===== src/ame_framer.sv =====
// authentication message framer and parser, with its constants package
`timescale 1ns/1ps
`default_nettype none

package ame_pkg;
  // ==========================================================
  // message and element codes
  localparam logic [7:0] MT_REQUEST           = 8'h40;
  localparam logic [7:0] MT_REPLY             = 8'h41;
  localparam logic [7:0] ELEMENT_ID_CHALLENGE = 8'h0C;
  localparam logic [7:0] ELEMENT_ID_RESPONSE  = 8'h0D;
  localparam logic [7:0] ELEMENT_ID_SEED      = 8'h0E;
  localparam logic [7:0] ELEMENT_ID_SELECTOR  = 8'h0A;
  // ==========================================================
  // element sizes in octets, identifier and length octet included
  localparam int HDR_OCTETS    = 2;
  localparam int LEN_CHALLENGE = 10;
  localparam int LEN_RESPONSE  = 6;
  localparam int LEN_SEED      = 10;
  localparam int LEN_SELECTOR  = 5;
  localparam logic [7:0] LI_CHALLENGE = 8'(LEN_CHALLENGE - HDR_OCTETS);
  localparam logic [7:0] LI_RESPONSE  = 8'(LEN_RESPONSE - HDR_OCTETS);
  localparam logic [7:0] LI_SEED      = 8'(LEN_SEED - HDR_OCTETS);
  localparam logic [7:0] LI_SELECTOR  = 8'(LEN_SELECTOR - HDR_OCTETS);
  localparam int CHAL_BITS = 64;
  localparam int RESP_BITS = 32;
  localparam int SEED_BITS = 64;
  localparam int SEL_BITS  = 24;
  // ==========================================================
  // frame sizes in octets
  localparam int         FRAME_OCTETS    = 26;
  localparam int         FRAME_BITS      = FRAME_OCTETS * 8;
  localparam logic [4:0] FRM_REQ_FIXED   = 5'h1A;
  localparam logic [4:0] FRM_REQ_PORT    = 5'h10;
  localparam logic [4:0] FRM_REQ_PORT_KA = 5'h16;
  localparam logic [4:0] FRM_REP_PORT    = 5'h07;
  localparam logic [4:0] FRM_REP_FIXED   = 5'h11;
  localparam int         PARSE_BOUND     = 80;
  // ==========================================================
  typedef enum logic [5:0] {
    PS_IDLE = 6'h01,
    PS_TYPE = 6'h02,
    PS_ID   = 6'h04,
    PS_LEN  = 6'h08,
    PS_BODY = 6'h10,
    PS_EVAL = 6'h20
  } ame_pstate_type;
endpackage : ame_pkg

// How it works
// - message type octet is 0x40 for request, 0x41 for reply, top bit zero
// - portable request carries selector and challenge holding portable challenge
// - fixed request carries selector, session seed and fixed challenge
// - portable reply holds its answer; fixed reply holds seed plus fixed answer
// - element identifiers: challenge 0x0C, response 0x0D, session seed 0x0E
// - key/algorithm selector element uses identifier 0x0A
// - element sizes: challenge 10, response 6, seed 10, selector 5 octets
// - value msb goes to bit 8 of octet 3, right after length octet
// - value lsb goes to bit 1 of last octet: 10, 6 or 5
// - fixed unit sends request with latched expectation, then checks portable reply
// - fixed unit drops call when portable answer differs from expected
// - portable unit sends challenge request, then checks fixed reply
// - portable unit drops call when fixed answer differs from expected
// - response in portable request only for key allocation exchanges
// - extra unrelated elements are accepted without error
module ame_framer
  import ame_pkg::*;
#(
  parameter int MEM_DEPTH = 32
) (
  input  wire logic                 i_clk_sys,
  input  wire logic                 i_rstn,
  input  wire logic                 i_role_fixed,
  input  wire logic                 i_req_go,
  input  wire logic                 i_reply_go,
  input  wire logic                 i_key_alloc,
  input  wire logic [CHAL_BITS-1:0] i_challenge,
  input  wire logic [SEED_BITS-1:0] i_seed,
  input  wire logic [SEL_BITS-1:0]  i_selector,
  input  wire logic [RESP_BITS-1:0] i_expected,
  input  wire logic [RESP_BITS-1:0] i_own_answer,
  input  wire logic                 i_tx_ready,
  output logic                      o_tx_valid,
  output logic      [7:0]           o_tx_data,
  output logic                      o_tx_last,
  input  wire logic                 i_rx_valid,
  input  wire logic [7:0]           i_rx_data,
  input  wire logic                 i_rx_last,
  output logic                      o_rx_ready,
  output logic                      o_req_rcvd,
  output logic                      o_rx_key_alloc,
  output logic      [CHAL_BITS-1:0] o_rx_challenge,
  output logic      [SEED_BITS-1:0] o_rx_seed,
  output logic      [RESP_BITS-1:0] o_rx_answer,
  output logic      [SEL_BITS-1:0]  o_rx_selector,
  output logic                      o_auth_pass,
  output logic                      o_call_drop,
  output logic                      o_msg_err,
  output logic                      o_auth_pending
);

  localparam int AW = $clog2(MEM_DEPTH);
  localparam logic [AW:0] DEPTH_CNT = (AW + 1)'(MEM_DEPTH);
  localparam logic [AW:0] ONE_CNT   = (AW + 1)'(1);

  if (MEM_DEPTH < 8 || MEM_DEPTH > 256) begin : g_bad_depth
    $error("ame_framer: MEM_DEPTH must lie in 8..256");
  end

  // ==========================================================
  // element builders, value sent msb first
  function automatic logic [8*LEN_CHALLENGE-1:0] el_challenge(input logic [CHAL_BITS-1:0] v);
    return {ELEMENT_ID_CHALLENGE, LI_CHALLENGE, v};
  endfunction : el_challenge

  function automatic logic [8*LEN_SEED-1:0] el_seed(input logic [SEED_BITS-1:0] v);
    return {ELEMENT_ID_SEED, LI_SEED, v};
  endfunction : el_seed

  function automatic logic [8*LEN_RESPONSE-1:0] el_response(input logic [RESP_BITS-1:0] v);
    return {ELEMENT_ID_RESPONSE, LI_RESPONSE, v};
  endfunction : el_response

  function automatic logic [8*LEN_SELECTOR-1:0] el_selector(input logic [SEL_BITS-1:0] v);
    return {ELEMENT_ID_SELECTOR, LI_SELECTOR, v};
  endfunction : el_selector

  // ==========================================================
  // transmit side
  logic [FRAME_BITS-1:0] tx_sh_r;
  logic [4:0]            tx_cnt_r;
  logic                  tx_vld_r;
  logic                  tx_last_r;
  logic [RESP_BITS-1:0]  exp_r;
  logic                  pend_r;

  wire req_take   = i_req_go & ~tx_vld_r & ~pend_r;
  wire reply_take = i_reply_go & ~tx_vld_r & ~i_req_go;
  wire tx_load    = req_take | reply_take;
  wire tx_shift   = tx_vld_r & i_tx_ready;

  wire [FRAME_BITS-1:0] fr_req_fixed = {MT_REQUEST, el_seed(i_seed), el_challenge(i_challenge),
                                        el_selector(i_selector)};
  wire [FRAME_BITS-1:0] fr_req_port  = {MT_REQUEST, el_challenge(i_challenge), el_selector(i_selector),
                                        80'h0};
  wire [FRAME_BITS-1:0] fr_req_ka    = {MT_REQUEST, el_challenge(i_challenge), el_selector(i_selector),
                                        el_response(i_own_answer), 32'h0};
  wire [FRAME_BITS-1:0] fr_rep_port  = {MT_REPLY, el_response(i_own_answer), 152'h0};
  wire [FRAME_BITS-1:0] fr_rep_fixed = {MT_REPLY, el_seed(i_seed), el_response(i_own_answer),
                                        72'h0};

  wire [FRAME_BITS-1:0] fr_req  = i_role_fixed ? fr_req_fixed : (i_key_alloc ? fr_req_ka : fr_req_port);
  wire [4:0]            len_req = i_role_fixed ? FRM_REQ_FIXED
                                               : (i_key_alloc ? FRM_REQ_PORT_KA : FRM_REQ_PORT);
  wire [FRAME_BITS-1:0] fr_rep  = i_role_fixed ? fr_rep_fixed : fr_rep_port;
  wire [4:0]            len_rep = i_role_fixed ? FRM_REP_FIXED : FRM_REP_PORT;

  always_ff @(posedge i_clk_sys) begin
    if (!i_rstn) begin
      tx_sh_r   <= '0;
      tx_cnt_r  <= 5'h00;
      tx_vld_r  <= 1'b0;
      tx_last_r <= 1'b0;
    end else if (tx_load) begin
      tx_sh_r   <= req_take ? fr_req : fr_rep;
      tx_cnt_r  <= req_take ? len_req : len_rep;
      tx_vld_r  <= 1'b1;
      tx_last_r <= 1'b0;
    end else if (tx_shift) begin
      tx_sh_r   <= {tx_sh_r[FRAME_BITS-9:0], 8'h00};
      tx_cnt_r  <= tx_cnt_r - 5'h01;
      tx_vld_r  <= (tx_cnt_r != 5'h01);
      tx_last_r <= (tx_cnt_r == 5'h02);
    end
  end

  assign o_tx_valid = tx_vld_r;
  assign o_tx_data  = tx_sh_r[FRAME_BITS-1 -: 8];
  assign o_tx_last  = tx_last_r;

  // ==========================================================
  // receive capture into the message store
  logic [AW:0] wr_addr_r;
  logic [AW:0] msg_len_r;
  logic        rx_rdy_r;
  logic [AW:0] rd_addr_r;
  logic        rd_vld_r;
  logic [7:0]  mem_rdata;

  wire rx_acc = i_rx_valid & rx_rdy_r;
  wire wr_ok  = rx_acc & (wr_addr_r < DEPTH_CNT);
  wire rx_end = rx_acc & i_rx_last;

  ame_msg_mem #(
    .DATA_W (8),
    .DEPTH  (MEM_DEPTH),
    .AW     (AW)
  ) u_mem (
    .i_clk_sys (i_clk_sys),
    .i_we      (wr_ok),
    .i_waddr   (wr_addr_r[AW-1:0]),
    .i_wdata   (i_rx_data),
    .i_raddr   (rd_addr_r[AW-1:0]),
    .o_rdata   (mem_rdata)
  );

  // ==========================================================
  // parser
  ame_pstate_type ps_r;
  ame_pstate_type ps_nxt;
  logic [7:0]           type_r;
  logic [7:0]           id_r;
  logic [7:0]           remain_r;
  logic [CHAL_BITS-1:0] chal_acc_r;
  logic [SEED_BITS-1:0] seed_acc_r;
  logic [RESP_BITS-1:0] ans_acc_r;
  logic [SEL_BITS-1:0]  sel_acc_r;
  logic                 seen_chal_r;
  logic                 seen_seed_r;
  logic                 seen_resp_r;
  logic                 seen_sel_r;

  wire parsing   = (ps_r == PS_TYPE) | (ps_r == PS_ID) | (ps_r == PS_LEN) | (ps_r == PS_BODY);
  wire rd_issue  = parsing & (rd_addr_r < msg_len_r);
  wire read_done = parsing & (rd_addr_r == msg_len_r) & ~rd_vld_r;
  wire body_byte = rd_vld_r & (ps_r == PS_BODY);
  wire cap_chal  = body_byte & (id_r == ELEMENT_ID_CHALLENGE);
  wire cap_seed  = body_byte & (id_r == ELEMENT_ID_SEED);
  wire cap_resp  = body_byte & (id_r == ELEMENT_ID_RESPONSE);
  wire cap_sel   = body_byte & (id_r == ELEMENT_ID_SELECTOR);
  wire known_id  = cap_chal | cap_seed | cap_resp | cap_sel;

  always_comb begin
    ps_nxt = ps_r;
    unique case (ps_r)
      PS_IDLE: begin
        if (rx_end) ps_nxt = PS_TYPE;
      end
      PS_TYPE: begin
        if (read_done) ps_nxt = PS_EVAL;
        else if (rd_vld_r) ps_nxt = PS_ID;
      end
      PS_ID: begin
        if (read_done) ps_nxt = PS_EVAL;
        else if (rd_vld_r) ps_nxt = PS_LEN;
      end
      PS_LEN: begin
        if (read_done) ps_nxt = PS_EVAL;
        else if (rd_vld_r) ps_nxt = (mem_rdata == 8'h00) ? PS_ID : PS_BODY;
      end
      PS_BODY: begin
        if (read_done) ps_nxt = PS_EVAL;
        else if (rd_vld_r && remain_r == 8'h01) ps_nxt = PS_ID;
      end
      PS_EVAL: ps_nxt = PS_IDLE;
      default: ps_nxt = PS_IDLE;
    endcase
  end

  always_ff @(posedge i_clk_sys) begin
    if (!i_rstn) begin
      ps_r      <= PS_IDLE;
      wr_addr_r <= '0;
      msg_len_r <= '0;
      rx_rdy_r  <= 1'b0;
      rd_addr_r <= '0;
      rd_vld_r  <= 1'b0;
    end else begin
      ps_r      <= ps_nxt;
      rd_vld_r  <= rd_issue;
      rx_rdy_r  <= (ps_nxt == PS_IDLE);
      wr_addr_r <= rx_end ? '0 : (wr_ok ? wr_addr_r + ONE_CNT : wr_addr_r);
      msg_len_r <= rx_end ? wr_addr_r + (wr_ok ? ONE_CNT : '0) : msg_len_r;
      rd_addr_r <= rx_end ? '0 : (rd_issue ? rd_addr_r + ONE_CNT : rd_addr_r);
    end
  end

  // fields arrive msb first, so shifting in from the right puts bit 1 of the last octet at bit 0
  always_ff @(posedge i_clk_sys) begin
    if (!i_rstn || rx_end) begin
      type_r      <= 8'h00;
      id_r        <= 8'h00;
      remain_r    <= 8'h00;
      chal_acc_r  <= '0;
      seed_acc_r  <= '0;
      ans_acc_r   <= '0;
      sel_acc_r   <= '0;
      seen_chal_r <= 1'b0;
      seen_seed_r <= 1'b0;
      seen_resp_r <= 1'b0;
      seen_sel_r  <= 1'b0;
    end else begin
      if (rd_vld_r && ps_r == PS_TYPE) type_r <= mem_rdata;
      if (rd_vld_r && ps_r == PS_ID) id_r <= mem_rdata;
      if (rd_vld_r && ps_r == PS_LEN) remain_r <= mem_rdata;
      if (body_byte) remain_r <= remain_r - 8'h01;
      if (cap_chal) chal_acc_r <= {chal_acc_r[CHAL_BITS-9:0], mem_rdata};
      if (cap_seed) seed_acc_r <= {seed_acc_r[SEED_BITS-9:0], mem_rdata};
      if (cap_resp) ans_acc_r <= {ans_acc_r[RESP_BITS-9:0], mem_rdata};
      if (cap_sel) sel_acc_r <= {sel_acc_r[SEL_BITS-9:0], mem_rdata};
      seen_chal_r <= seen_chal_r | cap_chal;
      seen_seed_r <= seen_seed_r | cap_seed;
      seen_resp_r <= seen_resp_r | cap_resp;
      seen_sel_r  <= seen_sel_r | cap_sel;
    end
  end

  // ==========================================================
  // outcome of a parsed message
  wire in_eval   = (ps_r == PS_EVAL);
  wire is_req    = (type_r == MT_REQUEST);
  wire is_rep    = (type_r == MT_REPLY);
  wire req_ok    = is_req & seen_chal_r & seen_sel_r & (i_role_fixed | seen_seed_r);
  wire rep_elems = seen_resp_r & (i_role_fixed | seen_seed_r);
  wire ans_match = rep_elems & (ans_acc_r == exp_r);
  wire rep_eval  = in_eval & is_rep & pend_r;
  logic req_rcvd_r;
  logic ka_r;
  logic pass_r;
  logic drop_r;
  logic err_r;

  always_ff @(posedge i_clk_sys) begin
    if (!i_rstn) begin
      exp_r      <= '0;
      pend_r     <= 1'b0;
      req_rcvd_r <= 1'b0;
      ka_r       <= 1'b0;
      pass_r     <= 1'b0;
      drop_r     <= 1'b0;
      err_r      <= 1'b0;
    end else begin
      if (req_take) exp_r <= i_expected;
      pend_r     <= req_take | (pend_r & ~rep_eval);
      req_rcvd_r <= in_eval & req_ok;
      if (in_eval && req_ok) ka_r <= ~i_role_fixed ? 1'b0 : seen_resp_r;
      pass_r     <= rep_eval & ans_match;
      drop_r     <= rep_eval & ~ans_match;
      err_r      <= in_eval & ~req_ok & ~(is_rep & pend_r);
    end
  end

  assign o_rx_ready     = rx_rdy_r;
  assign o_req_rcvd     = req_rcvd_r;
  assign o_rx_key_alloc = ka_r;
  assign o_rx_challenge = chal_acc_r;
  assign o_rx_seed      = seed_acc_r;
  assign o_rx_answer    = ans_acc_r;
  assign o_rx_selector  = sel_acc_r;
  assign o_auth_pass    = pass_r;
  assign o_call_drop    = drop_r;
  assign o_msg_err      = err_r;
  assign o_auth_pending = pend_r;
endmodule : ame_framer

`default_nettype wire


===== src/ame_msg_mem.sv =====
// received-message byte store with registered read port
`timescale 1ns/1ps
`default_nettype none

module ame_msg_mem #(
  parameter int DATA_W = 8,
  parameter int DEPTH  = 32,
  parameter int AW     = 5
) (
  input  wire logic              i_clk_sys,
  input  wire logic              i_we,
  input  wire logic [AW-1:0]     i_waddr,
  input  wire logic [DATA_W-1:0] i_wdata,
  input  wire logic [AW-1:0]     i_raddr,
  output logic      [DATA_W-1:0] o_rdata
);

  logic [DATA_W-1:0] mem_r [DEPTH];

  if ((1 << AW) < DEPTH) begin : g_bad_aw
    $error("ame_msg_mem: AW too small for DEPTH");
  end

  always_ff @(posedge i_clk_sys) begin
    if (i_we) begin
      mem_r[i_waddr] <= i_wdata;
    end
    o_rdata <= mem_r[i_raddr];
  end

endmodule : ame_msg_mem

`default_nettype wire


===== config.mk =====
export PLATFORM = sky130hd
export DESIGN_NAME = ame_framer
export DESIGN_NICKNAME = d
export VERILOG_FILES = /design/src/ame_framer.sv /design/src/ame_msg_mem.sv
export SDC_FILE = /design/constraint.sdc
export NUM_CORES = 1
export LEC_CHECK = 0
export BUFFER_PORTS_ARGS = -buffer_cell sky130_fd_sc_hd__buf_2
export CORE_ASPECT_RATIO = 1.1
export CORE_MARGIN = 8
export CORE_UTILIZATION = 52
export DETAILED_ROUTE_END_ITERATION = 8
export GPL_TIMING_DRIVEN = 0
export PLACE_DENSITY = 0.88
export SETUP_SLACK_MARGIN = 0.5
export SLEW_MARGIN = 20
export SYNTH_ARGS = -nofsm -noshare
export SYNTH_HDL_FRONTEND = slang
export SYNTH_SLANG_ARGS = --single-unit
export TNS_END_PERCENT = 20

===== constraint.sdc =====
create_clock -name i_clk_sys -period 2.2 [get_ports i_clk_sys]
set_clock_uncertainty 0.1 [all_clocks]
set_input_delay 0.22 -clock i_clk_sys [delete_from_list [all_inputs] [get_ports i_clk_sys]]
set_output_delay 0.22 -clock i_clk_sys [all_outputs]
set_load 0.02 [all_outputs]

==> results of run 1 <==
-- through the flow --
step,hold slack [ps],TNS [ps],utilization (%),worst slack [ps],cell area [um2]
2_1_floorplan,218.9,0,-,58.56,31130
3_3_place_gp,336.1,-157010,57.67,-851.8,34250
3_5_place_dp,343.0,-183120,57.67,-897.8,34250
4_1_cts,-33.30,0,71.60,54.91,42530
-- layer usage --
metal / GRT overflow / track usage [%]
met1: 4 / 56.92
met2: 5 / 75.96
met3: 8 / 44.09
met4: 9 / 51.26
met5: 1 / 26.46
-- kinds of logic after synthesis --
family,count (synthesis),share of synthesized area [%]
buffers and inverters,273,3.948
AND/OR/NAND/NOR,897,12.08
AO/OA/AOI/OAI,822,15.40
adder cells (fa/ha/maj),18,0.7275
XOR/XNOR,41,1.160
multiplexers,254,9.582
flip-flops,755,57.10
-- synthesized netlist by cell type (all sizes together) (5+ instances only) --
cell	number	area [um2]
dfxtp	499	9990
and3	5	31.28
o21ai	221	1106
nand3b	7	52.55
a221oi	7	61.31
mux2i	203	2032
mux4	32	720.7
nor4	15	123.9
xor2	36	315.3
o221ai	29	254.0
nand2b	5	31.28
a311oi	14	122.6
nor2	192	720.7
a211oi	18	135.1
a31oi	14	87.58
or4	6	45.04
edfxtp	256	7687
or3	7	43.79
and2	11	68.82
nor3	23	115.1
buf	78	490.5
clkbuf	177	664.4
a22oi	84	630.6
a21o	5	37.54
o22a	5	43.79
nand4	9	56.30
ha	18	225.2
mux2	19	214.0
a22o	17	148.9
a21oi	382	1912
nand2	575	2158
nor2b	7	43.79
xnor2	5	43.79
nand3	16	92.59
inv	18	67.56
-- repair_timing --
item                                   4_1_cts
setup endpoints to repair                  751
gates resized for setup                    702
hold buffers                               192
endpoints found under the hold margin      172
pin swaps                                  125
gates cloned                                17
buffers inserted                            94
==> flow_metrics.env, run 1 <==
export IMPL_syn_instance_count=3060
export IMPL_cts_buffer_depth=3
export IMPL_antenna_found_initial=38
export IMPL_dp_cells=4260
export IMPL_syn_avg_cell_area_um2=10.12
export IMPL_cts_root_buf="clkbuf_16"
export IMPL_outcome="stopped before the end"
export IMPL_grt_use_total_pct=57.91
export IMPL_synth_edf_count=256
export IMPL_synth_ff_type="dfxtp_1"
export IMPL_ys_seq_area_share_pct=57.10
export IMPL_num_rows=94
export IMPL_synth_async_sr_flop_share_pct=0
export IMPL_hpwl_um=75860
export IMPL_syn_cell_area_mm2=0.03096
export IMPL_cts_buffers=75
export IMPL_ioPinCount=434
export IMPL_worst_endpoint="o_rx_selector[19]$_SDFFE_PP0P_/D"
export IMPL_die_w_um=248.7
export IMPL_cts_num_sinks=755
export IMPL_yosys_register_bits=755
export IMPL_yosysUniqueCellTypes=66
export IMPL_htreeDepth=3
export IMPL_toolErrorMsg="[ERROR GRT-0232] Routing congestion too high. Check the congestion heatmap in the GUI."
export IMPL_initial_core_util_pct=52.13
export IMPL_overflow=27
export IMPL_numPortBuffers=432
export IMPL_endpoint_type="register input"
export IMPL_syn_num_nets=3311
export IMPL_die_h_um=271.9
export IMPL_place_gp_congestion=1.036
export IMPL_synth_warning_count=0
export IMPL_grt_max_degree=33
export IMPL_lastStage="global routing"
==> inputs of run 2 (changes only) <==
- CORE_ASPECT_RATIO: 1.1 -> unset
- CORE_UTILIZATION: 52 -> 40
- PLACE_DENSITY: 0.88 -> unset
- PLACE_DENSITY_LB_ADDON: unset -> 0.15
- SETUP_SLACK_MARGIN: 0.5 -> unset
- clock period: 2.2 -> 2.9 ns (I/O delays scaled with it)
==> flow_metrics.env, run 2 <==
export IMPL_yosysTopAreaCell="dfxtp_1"
export IMPL_synth_warning_count=0
export IMPL_largest_reg_flops=256
export IMPL_final_setup_tns_ps=-136.7
export IMPL_met2_usage_pct=39.22
export IMPL_ys_seq_area_share_pct=57.10
export IMPL_power_density_mw_per_mm2=630.5
export IMPL_syn_num_nets=3311
export IMPL_cts_num_sinks=755
export IMPL_grt_pass1_vias=25720
export IMPL_p_leak_nw=14.43
export IMPL_grt_first_pass_wirelength_um=163900
export IMPL_grt_max_degree=33
export IMPL_ioPinCount=434
export IMPL_hold_class="input pin to flip-flop"
export IMPL_outcome="finished with violations"
export IMPL_numPortBuffers=432
export IMPL_synth_area_leaders="dfxtp_1, edfxtp_1, nand2_1"
export IMPL_failed_checks="negative setup slack"
export IMPL_crit_arrival_ps=3410
export IMPL_critical_path_required_ps=3350
export IMPL_clkSlewWorstSetupHoldPaths_ps=60
export IMPL_setup_worst_path_class="flip-flop to flip-flop"
export IMPL_first_pass_iters=6
export IMPL_use_met1_pct=33.84
export IMPL_num_nets_final=4002
export IMPL_vdd_drop_max_uv=433.8
export IMPL_yosysUniqueCellTypes=66
export IMPL_place_gp_congestion=0.9907
export IMPL_final_cell_mix="nand2_1, dfxtp_1, buf_2"
export IMPL_cts_buffers=82
export IMPL_hpwl_um=81380
export IMPL_synth_ff_type="dfxtp_1"
export IMPL_synth_edf_count=256
export IMPL_rsz0062_at_grt="true"
export IMPL_viasPerCell=5.446
export IMPL_yosys_area_top_type_share_pct=32.27
export IMPL_reg_top3="u_mem.mem_r (256), tx_sh_r (208)"
export IMPL_final_common_cell="nand2_1"
export IMPL_cts_buffer_depth=3
export IMPL_core_mm2=0.07708
export IMPL_critical_path_max_fanout=10
export IMPL_busiest_layer="met2"
export IMPL_dpl_instance_area_mm2=0.03447
export IMPL_hold_viol=0
export IMPL_tightest_slew_ps=912.0
export IMPL_cts_tree="yes"
export IMPL_antenna_found_initial=7
export IMPL_initial_core_util_pct=40.16
export IMPL_num_rows=102
export IMPL_syn_instance_count=3060
export IMPL_drive_gt1_share_pct=18.33
export IMPL_finalPower_mw=24.62
export IMPL_post_place_ws_ps=-479.8
export IMPL_ys_top_cells_by_count="nand2_1, dfxtp_1, a21oi_1, edfxtp_1, o21ai_0"
export IMPL_wl_per_cell_um=22.98
export IMPL_grt_use_total_pct=24.73
export IMPL_final_area_mm2=0.03905
export IMPL_htreeDepth=3
export IMPL_drt_total_wl_um=111800
export IMPL_yosys_register_bits=755
export IMPL_cp_start_kind="flip-flop"
export IMPL_vias=26500
export IMPL_clock_latency_ps=630
export IMPL_fin_crit_sh_pct=102.2
export IMPL_drcViolationCount=0
export IMPL_cts_root_buf="clkbuf_16"
export IMPL_layout_setup_ws_ps=-63.37
export IMPL_syn_avg_cell_area_um2=10.12
export IMPL_drtAntennaViolNets=0
export IMPL_regMostFlops="u_mem.mem_r"
export IMPL_synth_async_sr_flop_share_pct=0
export IMPL_syn_to_final_growth_pct=26.12
export IMPL_drv_slew=0
export IMPL_overflow=0
export IMPL_fmax_ghz=0.3375
export IMPL_die_w_um=294.2
export IMPL_yosysMostFrequentCell="nand2_1"
export IMPL_use_met3_pct=4.585
export IMPL_dieArea_mm2=0.08656
export IMPL_drt_iter0_drc=2525
export IMPL_max_cap_violations=0
export IMPL_max_slew_margin_rel_pct=39.20
export IMPL_fin_crit_ps=2963
export IMPL_setup_viol=4
export IMPL_die_h_um=294.2
export IMPL_syn_cell_area_mm2=0.03096
export IMPL_cp_end_kind="flip-flop"
run 2: layer usage:
metal	share of wire (%)	up-vias
li1	-	12330
met5	0.012	-
met4	3.6	2
met1	43	12810
met2	45	1100
met3	7.7	267
run 2: area by class of cell:
type	count	area [um2]
diodes	8	20.02
well taps	1040	1301
multi-input cells	2032	12140
inverters	18	67.56
plain buffers	254	1185
clock buffers	121	2402
fillers	7264	38040
clock inverters	30	331.6
repair buffers	608	3921
flip-flops and latches	755	17680
run 2: final timing paths:
kind	from	end	slack, ps	cells past startpoint
worst min register to register	tx_sh_r[197]	tx_sh_r[205]	340	2
worst max register to register	o_auth_pending	tx_sh_r[63]	-60	8
worst min-delay path	i_seed[36]	tx_sh_r[156]	40	5
worst max-delay path	o_auth_pending	tx_sh_r[63]	-60	8
run 2: where the power goes:
part	total [mW]	switching [mW]	leakage [nW]	internal, mW
registers	11.6	0.271	6.37	11.3
logic	2.42	1.58	6.73	0.840
clock network	10.6	4.35	1.33	6.29
total	24.6	6.20	14.4	18.4
run 2: logic make-up after synthesis:
group / after synthesis / synth area share [%]
adders and majority gates: 18 / 0.7275
buffers and inverters: 273 / 3.948
DFF: 755 / 57.10
and+or+nand+nor: 897 / 12.08
xor gates and xnor gates: 41 / 1.160
muxes: 254 / 9.582
AOI/OAI and AO/OA: 822 / 15.40
run 2: worst max-delay path, stage by stage, from the launching register on:
cell and delay, ps:
dfxtp_1 410, and2b_1 330, and2_1 190, clkbuf_1 240, and2_1 160, clkbuf_1 420
clkbuf_1 610, a22oi_1 190, a21oi_1 220
run 2: timing repair:
action                                  in CTS  in global routing
buffers inserted                             0                  0
hold endpoints to repair                   146                  0
hold buffers                               175                  0
endpoints found under the setup margin     100                 59
resized for setup                           21                 21
run 2: metrics by stage:
step / hold WS (ps) / utilization, % / cells
2_1_floorplan: 288.9 / - / 3060
5_1_grt: 41.20 / 50.65 / 4865
4_1_cts: 1.395 / 50.60 / 4858
6_report: 35.83 / 50.65 / 4866
3_3_place_gp: 338.3 / 44.66 / 4532
3_5_place_dp: 341.0 / 44.71 / 4533
Power figures use the tool's default switching activity.
